<file path="src/include/pwrc_pkg.sv">
// ****************************************************************
// power control register bank constants and carriers
// ****************************************************************
package pwrc_pkg;

  // bus widths
  localparam int ADDR_W = 6;
  localparam int DATA_W = 24;

  // register offsets
  localparam logic [ADDR_W-1:0] OFF_UNUSED_SLOT_A          = 6'h0b;
  localparam logic [ADDR_W-1:0] OFF_UNUSED_SLOT_B          = 6'h0c;
  localparam logic [ADDR_W-1:0] OFF_POWER_CONTROL_PRIMARY  = 6'h0d;
  localparam logic [ADDR_W-1:0] OFF_POWER_CUT_TIMING       = 6'h0e;
  localparam logic [ADDR_W-1:0] OFF_POWER_PIN_RESET_CONFIG = 6'h0f;

  // primary control field positions
  localparam int POS_CUT_FUNC_EN     = 0;
  localparam int POS_CUT_CNT_EN      = 1;
  localparam int POS_WARM_EN         = 2;
  localparam int POS_USER_OFF_REQ    = 3;
  localparam int POS_KEEP_RTC_DOM    = 4;
  localparam int POS_MCU_CLK_KEEP_UO = 5;
  localparam int POS_MCU_CLK_EN      = 6;
  localparam int POS_GLOBAL_RST      = 7;
  localparam int POS_THERMAL_SEL     = 8;
  localparam int POS_CUT_NOT_EXP     = 9;
  localparam int POS_BATT_DET_EN     = 19;
  localparam int POS_CELL_VSEL_LO    = 20;
  localparam int POS_CELL_CHG_EN     = 23;

  // cut timing field positions
  localparam int POS_CUT_TIMER_LO = 0;
  localparam int POS_CUT_COUNT_LO = 8;
  localparam int POS_CUT_LIMIT_LO = 12;

  // pin reset config field positions
  localparam int POS_AUTO_RESTART   = 0;
  localparam int POS_BTN_RST_EN_LO  = 1;
  localparam int POS_BTN_DBNC_LO    = 4;
  localparam int POS_PRI_SLEEP_POL  = 10;
  localparam int POS_SEC_SLEEP_POL  = 11;
  localparam int POS_WDOG_RST_EN    = 12;
  localparam int POS_SERIAL_DRV_LO  = 13;
  localparam int POS_SLOW_CLK_DRV_LO = 17;
  localparam int POS_SLEEP_DLY_LO   = 22;

  // values after reset
  localparam logic       RST_MCU_CLK_EN   = 1'b1;
  localparam logic [1:0] RST_SLEEP_DLY    = 2'h1;
  localparam logic       RST_GLOBAL_RST_A = 1'b0;

  // register request from the serial control interface
  typedef struct packed {
    logic              wrEn;
    logic              rdEn;
    logic [ADDR_W-1:0] addr;
    logic [DATA_W-1:0] wrData;
  } pwrc_req_t;

  // control fields as seen by the power logic
  typedef struct packed {
    logic       cutFunctionEnable;
    logic       cutCounterEnable;
    logic       warmStartEnable;
    logic       userOffRequest;
    logic       keepRtcDomainOn;
    logic       mcuClockKeepInUserOff;
    logic       mcuSlowClockEnable;
    logic       globalResetCtrl;
    logic       thermalThresholdSelect;
    logic       batteryDetectEnable;
    logic [2:0] backupCellVoltageSel;
    logic       backupCellChargeEnable;
    logic [7:0] cutTimerValue;
    logic [3:0] cutEventCount;
    logic [3:0] cutEventLimit;
    logic       autoRestartEnable;
    logic [2:0] buttonResetEnable;
    logic [5:0] buttonDebounce;
    logic       watchdogPinResetEnable;
    logic [1:0] serialPortDrive;
    logic [1:0] slowClockDrive;
    logic [1:0] sleepDelayCtrl;
  } pwrc_ctrl_t;

endpackage

</file>
<file path="src/verilog/pwrc_field.sv">
`timescale 1ns/100ps
// ****************************************************************
// writable field with its own asynchronous reset
// ****************************************************************
module pwrc_field #(
  parameter int           W   = 1,
  parameter logic [W-1:0] RST = '0
) (
  // clock and reset
  input  wire logic         clk,
  input  wire logic         rstN,
  // write side
  input  wire logic         wrEn,
  input  wire logic [W-1:0] wrData,
  // stored value
  output logic      [W-1:0] q
);

  // refuse a zero width
  if (W < 1) begin : gBadW
    $error("pwrc_field width must be at least one");
  end

  // field storage
  always_ff @(posedge clk or negedge rstN) begin
    if (!rstN) begin
      q <= RST;
    end else if (wrEn) begin
      q <= wrData;
    end
  end

endmodule

</file>
<file path="src/verilog/pwrc_regbank.sv">
`timescale 1ns/100ps
module pwrc_regbank
  import pwrc_pkg::*;
#(
  parameter logic GLOBAL_RST_DEFAULT = RST_GLOBAL_RST_A,
  parameter int   BUTTONS            = 3
) (
  // clock and resets
  input  wire logic              clk,
  input  wire logic              rst_n,
  input  wire logic              systemResetN,
  // register access
  input  wire pwrc_req_t         req,
  output logic      [DATA_W-1:0] rdData,
  output logic                   rdValid,
  // power state and events
  input  wire logic              userOffActive,
  input  wire logic              cutTimerExpired,
  // pins
  input  wire logic [BUTTONS-1:0] buttonPins,
  input  wire logic              watchdogInputPin,
  input  wire logic              primarySleepPin,
  input  wire logic              secondarySleepPin,
  // control out
  output pwrc_ctrl_t             ctrl,
  output logic                   rtcSupplyOutputOn,
  output logic                   processorSlowClockOn,
  output logic                   systemResetReq,
  output logic                   primarySleepActive,
  output logic                   secondarySleepActive
);

  // ****************************************************************
  // checks and decode
  // ****************************************************************

  if (BUTTONS != 3) begin : gBadButtons
    $error("pwrc_regbank serves exactly three buttons");
  end

  // address match for a given register
  function automatic logic hit(input logic [ADDR_W-1:0] a, input logic [ADDR_W-1:0] off);
    hit = (a == off);
  endfunction

  logic              wrPrimary;
  logic              wrTiming;
  logic              wrPinCfg;
  logic              sysRstN;
  logic [DATA_W-1:0] wd;

  // write strobes per register; unused slots get none
  assign wrPrimary = req.wrEn && hit(req.addr, OFF_POWER_CONTROL_PRIMARY);
  assign wrTiming  = req.wrEn && hit(req.addr, OFF_POWER_CUT_TIMING);
  assign wrPinCfg  = req.wrEn && hit(req.addr, OFF_POWER_PIN_RESET_CONFIG);
  assign wd        = req.wrData;

  // system reset also fires whenever the RTC reset does
  assign sysRstN = rst_n & systemResetN;

  // ****************************************************************
  // primary control, RTC reset domain
  // ****************************************************************

  logic       cutFunctionEnable_r;
  logic       cutCounterEnable_r;
  logic       warmStartEnable_r;
  logic       keepRtcDomainOn_r;
  logic       mcuClockKeepInUserOff_r;
  logic       mcuSlowClockEnable_r;
  logic       globalResetCtrl_r;
  logic       cutTimerNotExpired_r;
  logic       cutTimerNotExpired_nxt;
  logic       batteryDetectEnable_r;
  logic [2:0] backupCellVoltageSel_r;
  logic       backupCellChargeEnable_r;

  // power cut and warm start enables
  always_ff @(posedge clk or negedge rst_n) begin
    if (!rst_n) begin
      cutFunctionEnable_r <= 1'b0;
      cutCounterEnable_r  <= 1'b0;
      warmStartEnable_r   <= 1'b0;
    end else if (wrPrimary) begin
      cutFunctionEnable_r <= wd[POS_CUT_FUNC_EN];
      cutCounterEnable_r  <= wd[POS_CUT_CNT_EN];
      warmStartEnable_r   <= wd[POS_WARM_EN];
    end
  end

  // slow clock and rtc domain keep-alive controls
  always_ff @(posedge clk or negedge rst_n) begin
    if (!rst_n) begin
      keepRtcDomainOn_r       <= 1'b0;
      mcuClockKeepInUserOff_r <= 1'b0;
      mcuSlowClockEnable_r    <= RST_MCU_CLK_EN;
    end else if (wrPrimary) begin
      keepRtcDomainOn_r       <= wd[POS_KEEP_RTC_DOM];
      mcuClockKeepInUserOff_r <= wd[POS_MCU_CLK_KEEP_UO];
      mcuSlowClockEnable_r    <= wd[POS_MCU_CLK_EN];
    end
  end

  // global reset control, default depends on variant
  always_ff @(posedge clk or negedge rst_n) begin
    if (!rst_n) begin
      globalResetCtrl_r <= GLOBAL_RST_DEFAULT;
    end else if (wrPrimary) begin
      globalResetCtrl_r <= wd[POS_GLOBAL_RST];
    end
  end

  // not-expired flag: expiry wins over a same-cycle software set
  always_comb begin
    cutTimerNotExpired_nxt = cutTimerNotExpired_r;
    if (wrPrimary) begin
      cutTimerNotExpired_nxt = wd[POS_CUT_NOT_EXP];
    end
    if (cutTimerExpired) begin
      cutTimerNotExpired_nxt = 1'b0;
    end
  end

  always_ff @(posedge clk or negedge rst_n) begin
    if (!rst_n) begin
      cutTimerNotExpired_r <= 1'b0;
    end else begin
      cutTimerNotExpired_r <= cutTimerNotExpired_nxt;
    end
  end

  // battery detect and backup cell charger
  always_ff @(posedge clk or negedge rst_n) begin
    if (!rst_n) begin
      batteryDetectEnable_r    <= 1'b0;
      backupCellVoltageSel_r   <= 3'h0;
      backupCellChargeEnable_r <= 1'b0;
    end else if (wrPrimary) begin
      batteryDetectEnable_r    <= wd[POS_BATT_DET_EN];
      backupCellVoltageSel_r   <= wd[POS_CELL_VSEL_LO +: 3];
      backupCellChargeEnable_r <= wd[POS_CELL_CHG_EN];
    end
  end

  // ****************************************************************
  // system reset domain fields
  // ****************************************************************

  logic       userOffRequest_r;
  logic       thermalThresholdSelect_r;
  logic       watchdogPinResetEnable_r;
  logic [1:0] sleepDelayCtrl_r;

  // user off command
  pwrc_field #(.W(1), .RST(1'b0)) uUserOff (
    .clk    (clk),
    .rstN   (sysRstN),
    .wrEn   (wrPrimary),
    .wrData (wd[POS_USER_OFF_REQ]),
    .q      (userOffRequest_r)
  );

  // thermal threshold select
  pwrc_field #(.W(1), .RST(1'b0)) uThermal (
    .clk    (clk),
    .rstN   (sysRstN),
    .wrEn   (wrPrimary),
    .wrData (wd[POS_THERMAL_SEL]),
    .q      (thermalThresholdSelect_r)
  );

  // watchdog pin reset enable
  pwrc_field #(.W(1), .RST(1'b0)) uWdogEn (
    .clk    (clk),
    .rstN   (sysRstN),
    .wrEn   (wrPinCfg),
    .wrData (wd[POS_WDOG_RST_EN]),
    .q      (watchdogPinResetEnable_r)
  );

  // standby delay control, resets to 01
  pwrc_field #(.W(2), .RST(RST_SLEEP_DLY)) uSleepDly (
    .clk    (clk),
    .rstN   (sysRstN),
    .wrEn   (wrPinCfg),
    .wrData (wd[POS_SLEEP_DLY_LO +: 2]),
    .q      (sleepDelayCtrl_r)
  );

  // ****************************************************************
  // power cut timing
  // ****************************************************************

  logic [7:0] cutTimerValue_r;
  logic [3:0] cutEventCount_r;
  logic [3:0] cutEventLimit_r;

  // timer, count and limit fields
  always_ff @(posedge clk or negedge rst_n) begin
    if (!rst_n) begin
      cutTimerValue_r <= 8'h00;
      cutEventCount_r <= 4'h0;
      cutEventLimit_r <= 4'h0;
    end else if (wrTiming) begin
      cutTimerValue_r <= wd[POS_CUT_TIMER_LO +: 8];
      cutEventCount_r <= wd[POS_CUT_COUNT_LO +: 4];
      cutEventLimit_r <= wd[POS_CUT_LIMIT_LO +: 4];
    end
  end

  // ****************************************************************
  // pin reset configuration, RTC reset domain
  // ****************************************************************

  logic       autoRestartEnable_r;
  logic [2:0] buttonResetEnable_r;
  logic [5:0] buttonDebounce_r;
  logic [1:0] sleepActiveLow_r;
  logic [1:0] serialPortDrive_r;
  logic [1:0] slowClockDrive_r;

  // restart and button reset enables
  always_ff @(posedge clk or negedge rst_n) begin
    if (!rst_n) begin
      autoRestartEnable_r <= 1'b0;
      buttonResetEnable_r <= 3'h0;
    end else if (wrPinCfg) begin
      autoRestartEnable_r <= wd[POS_AUTO_RESTART];
      buttonResetEnable_r <= wd[POS_BTN_RST_EN_LO +: 3];
    end
  end

  // debounce selections, two bits per button
  always_ff @(posedge clk or negedge rst_n) begin
    if (!rst_n) begin
      buttonDebounce_r <= 6'h00;
    end else if (wrPinCfg) begin
      buttonDebounce_r <= wd[POS_BTN_DBNC_LO +: 6];
    end
  end

  // standby polarity selections
  always_ff @(posedge clk or negedge rst_n) begin
    if (!rst_n) begin
      sleepActiveLow_r <= 2'h0;
    end else if (wrPinCfg) begin
      sleepActiveLow_r[0] <= wd[POS_PRI_SLEEP_POL];
      sleepActiveLow_r[1] <= wd[POS_SEC_SLEEP_POL];
    end
  end

  // output drive settings
  always_ff @(posedge clk or negedge rst_n) begin
    if (!rst_n) begin
      serialPortDrive_r <= 2'h0;
      slowClockDrive_r  <= 2'h0;
    end else if (wrPinCfg) begin
      serialPortDrive_r <= wd[POS_SERIAL_DRV_LO +: 2];
      slowClockDrive_r  <= wd[POS_SLOW_CLK_DRV_LO +: 2];
    end
  end

  // ****************************************************************
  // read path
  // ****************************************************************

  logic [DATA_W-1:0] rdData_nxt;

  // assemble the addressed word; reserved and unmapped bits are zero
  always_comb begin
    rdData_nxt = '0;
    if (hit(req.addr, OFF_POWER_CONTROL_PRIMARY)) begin
      rdData_nxt[POS_CUT_FUNC_EN]        = cutFunctionEnable_r;
      rdData_nxt[POS_CUT_CNT_EN]         = cutCounterEnable_r;
      rdData_nxt[POS_WARM_EN]            = warmStartEnable_r;
      rdData_nxt[POS_USER_OFF_REQ]       = userOffRequest_r;
      rdData_nxt[POS_KEEP_RTC_DOM]       = keepRtcDomainOn_r;
      rdData_nxt[POS_MCU_CLK_KEEP_UO]    = mcuClockKeepInUserOff_r;
      rdData_nxt[POS_MCU_CLK_EN]         = mcuSlowClockEnable_r;
      rdData_nxt[POS_GLOBAL_RST]         = globalResetCtrl_r;
      rdData_nxt[POS_THERMAL_SEL]        = thermalThresholdSelect_r;
      rdData_nxt[POS_CUT_NOT_EXP]        = cutTimerNotExpired_r;
      rdData_nxt[POS_BATT_DET_EN]        = batteryDetectEnable_r;
      rdData_nxt[POS_CELL_VSEL_LO +: 3]  = backupCellVoltageSel_r;
      rdData_nxt[POS_CELL_CHG_EN]        = backupCellChargeEnable_r;
    end else if (hit(req.addr, OFF_POWER_CUT_TIMING)) begin
      rdData_nxt[POS_CUT_TIMER_LO +: 8]  = cutTimerValue_r;
      rdData_nxt[POS_CUT_COUNT_LO +: 4]  = cutEventCount_r;
      rdData_nxt[POS_CUT_LIMIT_LO +: 4]  = cutEventLimit_r;
    end else if (hit(req.addr, OFF_POWER_PIN_RESET_CONFIG)) begin
      rdData_nxt[POS_AUTO_RESTART]        = autoRestartEnable_r;
      rdData_nxt[POS_BTN_RST_EN_LO +: 3]  = buttonResetEnable_r;
      rdData_nxt[POS_BTN_DBNC_LO +: 6]    = buttonDebounce_r;
      rdData_nxt[POS_PRI_SLEEP_POL]       = sleepActiveLow_r[0];
      rdData_nxt[POS_SEC_SLEEP_POL]       = sleepActiveLow_r[1];
      rdData_nxt[POS_WDOG_RST_EN]         = watchdogPinResetEnable_r;
      rdData_nxt[POS_SERIAL_DRV_LO +: 2]  = serialPortDrive_r;
      rdData_nxt[POS_SLOW_CLK_DRV_LO +: 2] = slowClockDrive_r;
      rdData_nxt[POS_SLEEP_DLY_LO +: 2]   = sleepDelayCtrl_r;
    end
  end

  // read data held until the next read
  always_ff @(posedge clk or negedge rst_n) begin
    if (!rst_n) begin
      rdData  <= '0;
      rdValid <= 1'b0;
    end else begin
      rdValid <= req.rdEn;
      if (req.rdEn) begin
        rdData <= rdData_nxt;
      end
    end
  end

  // ****************************************************************
  // control outputs
  // ****************************************************************

  logic buttonHit;

  // field image for the power logic
  always_ff @(posedge clk or negedge rst_n) begin
    if (!rst_n) begin
      ctrl <= '0;
    end else begin
      ctrl.cutFunctionEnable      <= cutFunctionEnable_r;
      ctrl.cutCounterEnable       <= cutCounterEnable_r;
      ctrl.warmStartEnable        <= warmStartEnable_r;
      ctrl.userOffRequest         <= userOffRequest_r;
      ctrl.keepRtcDomainOn        <= keepRtcDomainOn_r;
      ctrl.mcuClockKeepInUserOff  <= mcuClockKeepInUserOff_r;
      ctrl.mcuSlowClockEnable     <= mcuSlowClockEnable_r;
      ctrl.globalResetCtrl        <= globalResetCtrl_r;
      ctrl.thermalThresholdSelect <= thermalThresholdSelect_r;
      ctrl.batteryDetectEnable    <= batteryDetectEnable_r;
      ctrl.backupCellVoltageSel   <= backupCellVoltageSel_r;
      ctrl.backupCellChargeEnable <= backupCellChargeEnable_r;
      ctrl.cutTimerValue          <= cutTimerValue_r;
      ctrl.cutEventCount          <= cutEventCount_r;
      ctrl.cutEventLimit          <= cutEventLimit_r;
      ctrl.autoRestartEnable      <= autoRestartEnable_r;
      ctrl.buttonResetEnable      <= buttonResetEnable_r;
      ctrl.buttonDebounce         <= buttonDebounce_r;
      ctrl.watchdogPinResetEnable <= watchdogPinResetEnable_r;
      ctrl.serialPortDrive        <= serialPortDrive_r;
      ctrl.slowClockDrive         <= slowClockDrive_r;
      ctrl.sleepDelayCtrl         <= sleepDelayCtrl_r;
    end
  end

  // enabled button pressed (pins high when pressed)
  assign buttonHit = |(buttonPins & buttonResetEnable_r);

  // supply, processor clock and reset request
  always_ff @(posedge clk or negedge rst_n) begin
    if (!rst_n) begin
      rtcSupplyOutputOn    <= 1'b0;
      processorSlowClockOn <= 1'b0;
      systemResetReq       <= 1'b0;
    end else begin
      rtcSupplyOutputOn    <= keepRtcDomainOn_r;
      processorSlowClockOn <= keepRtcDomainOn_r ||
                              (mcuSlowClockEnable_r && (!userOffActive || mcuClockKeepInUserOff_r));
      systemResetReq       <= buttonHit || (watchdogPinResetEnable_r && !watchdogInputPin);
    end
  end

  // standby inputs with polarity applied
  pwrc_sleep_pol #(.N(2)) uSleepPol (
    .clk       (clk),
    .rstN      (rst_n),
    .pin       ({secondarySleepPin, primarySleepPin}),
    .activeLow (sleepActiveLow_r),
    .active    ({secondarySleepActive, primarySleepActive})
  );

endmodule

</file>
<file path="src/verilog/pwrc_sleep_pol.sv">
`timescale 1ns/100ps
// ****************************************************************
// standby input polarity correction
// ****************************************************************
module pwrc_sleep_pol #(
  parameter int N = 2
) (
  // clock and reset
  input  wire logic         clk,
  input  wire logic         rstN,
  // raw pins and polarity
  input  wire logic [N-1:0] pin,
  input  wire logic [N-1:0] activeLow,
  // corrected level
  output logic      [N-1:0] active
);

  if (N < 1) begin : gBadN
    $error("pwrc_sleep_pol needs at least one input");
  end

  // one flop per input, inverted when active low is chosen
  for (genvar i = 0; i < N; i++) begin : gPol
    always_ff @(posedge clk or negedge rstN) begin
      if (!rstN) begin
        active[i] <= 1'b0;
      end else begin
        active[i] <= pin[i] ^ activeLow[i];
      end
    end
  end

endmodule
</file>
<file path="config.mk">
export PLATFORM = sky130hd
export DESIGN_NAME = pwrc_regbank
export DESIGN_NICKNAME = d
export VERILOG_FILES = /design/src/include/pwrc_pkg.sv /design/src/verilog/pwrc_field.sv /design/src/verilog/pwrc_regbank.sv /design/src/verilog/pwrc_sleep_pol.sv
export SDC_FILE = /design/constraint.sdc
export NUM_CORES = 1
export LEC_CHECK = 0
export BUFFER_PORTS_ARGS = -buffer_cell sky130_fd_sc_hd__buf_2
export CAP_MARGIN = 10
export CORE_MARGIN = 10
export CORE_UTILIZATION = 50
export DETAILED_ROUTE_END_ITERATION = 8
export PLACE_DENSITY_LB_ADDON = 0.05
export SETUP_SLACK_MARGIN = 0.4
export SLEW_MARGIN = 20
export SYNTH_ARGS = -nofsm -noshare
export SYNTH_HDL_FRONTEND = slang
export SYNTH_SLANG_ARGS = --single-unit
</file>
<file path="constraint.sdc">
create_clock -name clk -period 1.9 [get_ports clk]
set_input_delay 0.285 -clock clk [delete_from_list [all_inputs] [get_ports clk]]
set_output_delay 0.285 -clock clk [all_outputs]
set_load 0.05 [all_outputs]
</file>
==> summary.md <==
| Metric | Value |
|---|---|
| Yosys cell types | 35 |
| GR Overflow Total | 0 |
| Max Fclk | around 700 MHz |
| Number of antenna violations at the first check in global routing | 0 |
| Most common cell in the netlist | dfrtp_1 |
| Crit path launch type | flop |
| H-tree depth | 4 |
| Worst Setup End Kind | output pin |
| Global-route usage over all layers | ~17% |
| Cells after synthesis | ~300 |
| Placed cells | around 530 |
| Post CTS Setup Buffer Count | 0 |
| Clock Tree Buf Depth | 2 |
| Fin area | slightly above 6000 um2 |
| RSZ-0062 raised after global routing | false |
| Initial core utilization | around 52% |
| DR vias | just over 3000 |
| Synth area leaders | dfrtp_1 (68%), mux2_2 (9.7%), mux2_4 (3.3%), o32ai_1 (1.9%), nand3_1 (1.7%) |
| HPWL after DPL | 7720 um |
| Slew Viols, Final | 0 |
| Synth top cells by count | dfrtp_1 (123), mux2_2 (39), nand3_1 (15) |
| Data arrival, critical path | 1160 ps |
| Post-detailed-route wirelength per cell | approximately 20 um |
| CTS resizes | 0 |
| Final TNS setup | 0 ps |
| Clock sink count | approximately 130 |
| Pwr Density | between 1000 and 1500 nW/um2 |
| Die Area | 13300 um2 |
| Root buffer cell | clkbuf_8 |
| Syn_nets | about 350 |
| Final setup violation count | 0 |
| Synth area leader | dfrtp_1 |
| Hold slack | approximately 12 ps |
| Leakage | around 3.1 nW |
| Worst Path Required | roughly 1600 ps |
| Crit Path Max Fanout | 2 |
| IO buf count | ~120 |
| Clock Pin Slew Worst Setup and Hold Paths | approximately 60 ps |
| Crit Path Category | reg -> out |
| Via-per-instance ratio | 5.34 |
| Sequential fraction of the synthesis area | approximately 69% |
| Hold Path Class | in -> reg |
| Synth Flop Type | dfrtp_1 |
| Worst path slowest cell | dfrtp_1 |
| CTS Buf Count | 17 |
| Vias in the first global route | 3300 |
| Status | complete, no violations |
| Global-route wire length before repair | roughly 18000 um |
| Final ANT Viol Nets | 0 |
| Ys Warns | 0 |
| GP Congestion | about 0.74 |
| Post-synth EDFFs | 0 |
| Crit share post-route | between 70% and 80% |
| Die Wd | between 100 and 150 um |
| Mapped Avg Cell Area | between 10 and 15 um2 |
| Fin crit period | about 1400 ps |
| Post-Syn Area | between 4000 and 5000 um2 |
| Ant. Diodes | 0 |
| Cell area after placement | approximately 5300 um2 |
| Cts hold-fix bufs | 10 |
| Peak VDD IR | approximately 0.00066 V |
| Crit path cell chain | buf_2 |
| Post-Route WL | ~11000 um |
| Pwr Total | 0.00774 W |
| DR pass1 iterations | 4 |
| DRC viols | 0 |
| Skew final | around 4.7 ps |
| Chip height | ~120 um |
| Top cell type's share of synthesized area | 67.9% |
| CP bufs+invs | 1 |
| Core ar. | 8760 um2 |
| Largest net degree at the start of global routing | 71 |
| Share of layout cells above drive strength 1 | 47.8% |
| Final Hold Viols | 0 |
| Synthesis-to-layout area growth | 33.4% |
| Clk_lat worst skew | between 500 and 600 ps |
| Max Cap Viol | 0 |
| Number of I/O pins | 120 |
| CP top delay family | flip-flops |
| Post-synthesis async set-or-reset flop share | 100% |
| Number of DRC markers in iteration 0 | ~160 |
| Fin cells | roughly 570 |
| Nets | between 400 and 500 |
| Number of cell rows | 34 |
| Seq cells post-synth | around 130 |
| TritonCTS clock tree | done |
| Max stage delay on crit path | 370 ps |
==> layout make-up <==
cell class / count / area, um2
clock buffer: 19 / 442
inverter: 8 / 30.0
tap: 108 / 135
multi-input combinational: 150 / 1270
timing repair buffer: 145 / 851
clock inverter: 13 / 188
sequential: 125 / 3130
fill: 654 / 2720
==> path summary, 6_finish.rpt <==
kind,endpoint,slack [ps],cells past startpoint,from
min reg2reg,ctrl[12],390,0,buttonDebounce_r[5]
max reg2reg,systemResetReq,810,3,buttonResetEnable_r[0]
max,rdData[1],450,1,rdData[1]
min in group asynchronous,ctrl[23],240,2,rst_n
min,systemResetReq,10,2,buttonPins[2]
max in group asynchronous,uSleepDly.q[0],900,3,rst_n
==> flip-flops by register name, summed over array words and instances (netlist names), 2 cells and up <==
signal,cells
uSleepDly.q,2
uSleepPol.active,2
cutEventCount_r,4
buttonResetEnable_r,3
rdData,23
slowClockDrive_r,2
ctrl,46
buttonDebounce_r,6
cutEventLimit_r,4
cutTimerValue_r,8
serialPortDrive_r,2
backupCellVoltageSel_r,3
sleepActiveLow_r,2
==> layer usage <==
layer	vias up	GRT usage, %	share of wire, %
li1	1382	-	-
met1	1519	21.4	42
met2	110	27.5	48
met3	20	6.30	8.6
met4	0	6.77	1.7
met5	-	0	0
==> cells by family (layout without fill, tap and decap cells) <==
kind of cell	count (synthesis)	in the layout	share of synthesized area [%]
buffers and inverters	28	185	2.98
other	1	1	0.0827
XOR/XNOR	2	2	0.386
flip-flops	125	125	69.1
AO/OA/AOI/OAI	48	48	7.76
multiplexers	51	51	13.4
AND/OR/NAND/NOR	48	48	6.29
==> where the power goes <==
part	switching, W	leakage (nW)	internal, W
Combinational	0.000891	1.19	0.000346
Clock	0.00116	0.300	0.00220
Sequential	0.000163	1.65	0.00297
Total	0.00222	3.14	0.00552
==> per-stage QoR <==
step / setup WS (ps) / util (%)
global route: 419 / 69.0
finish: 453 / 69.0
global placement: 263 / 60.6
CTS: 442 / 68.9
floorplan: 402 / -
detailed placement: 174 / 60.6
==> placed cells by master, fill, tap and decap left out, drive strengths merged, types with 9 or more instances in the layout <==
master / synthesis / final
a21oi: 11 / 11
a31oi: 10 / 10
buf: 9 / 134
clkbuf: 11 / 19
dfrtp: 123 / 123
dlygate4sd3: 0 / 11
inv: 8 / 9
mux2: 49 / 49
nand2b: 11 / 11
nand3: 16 / 16
o32ai: 10 / 10
Power figures use the tool's default switching activity.
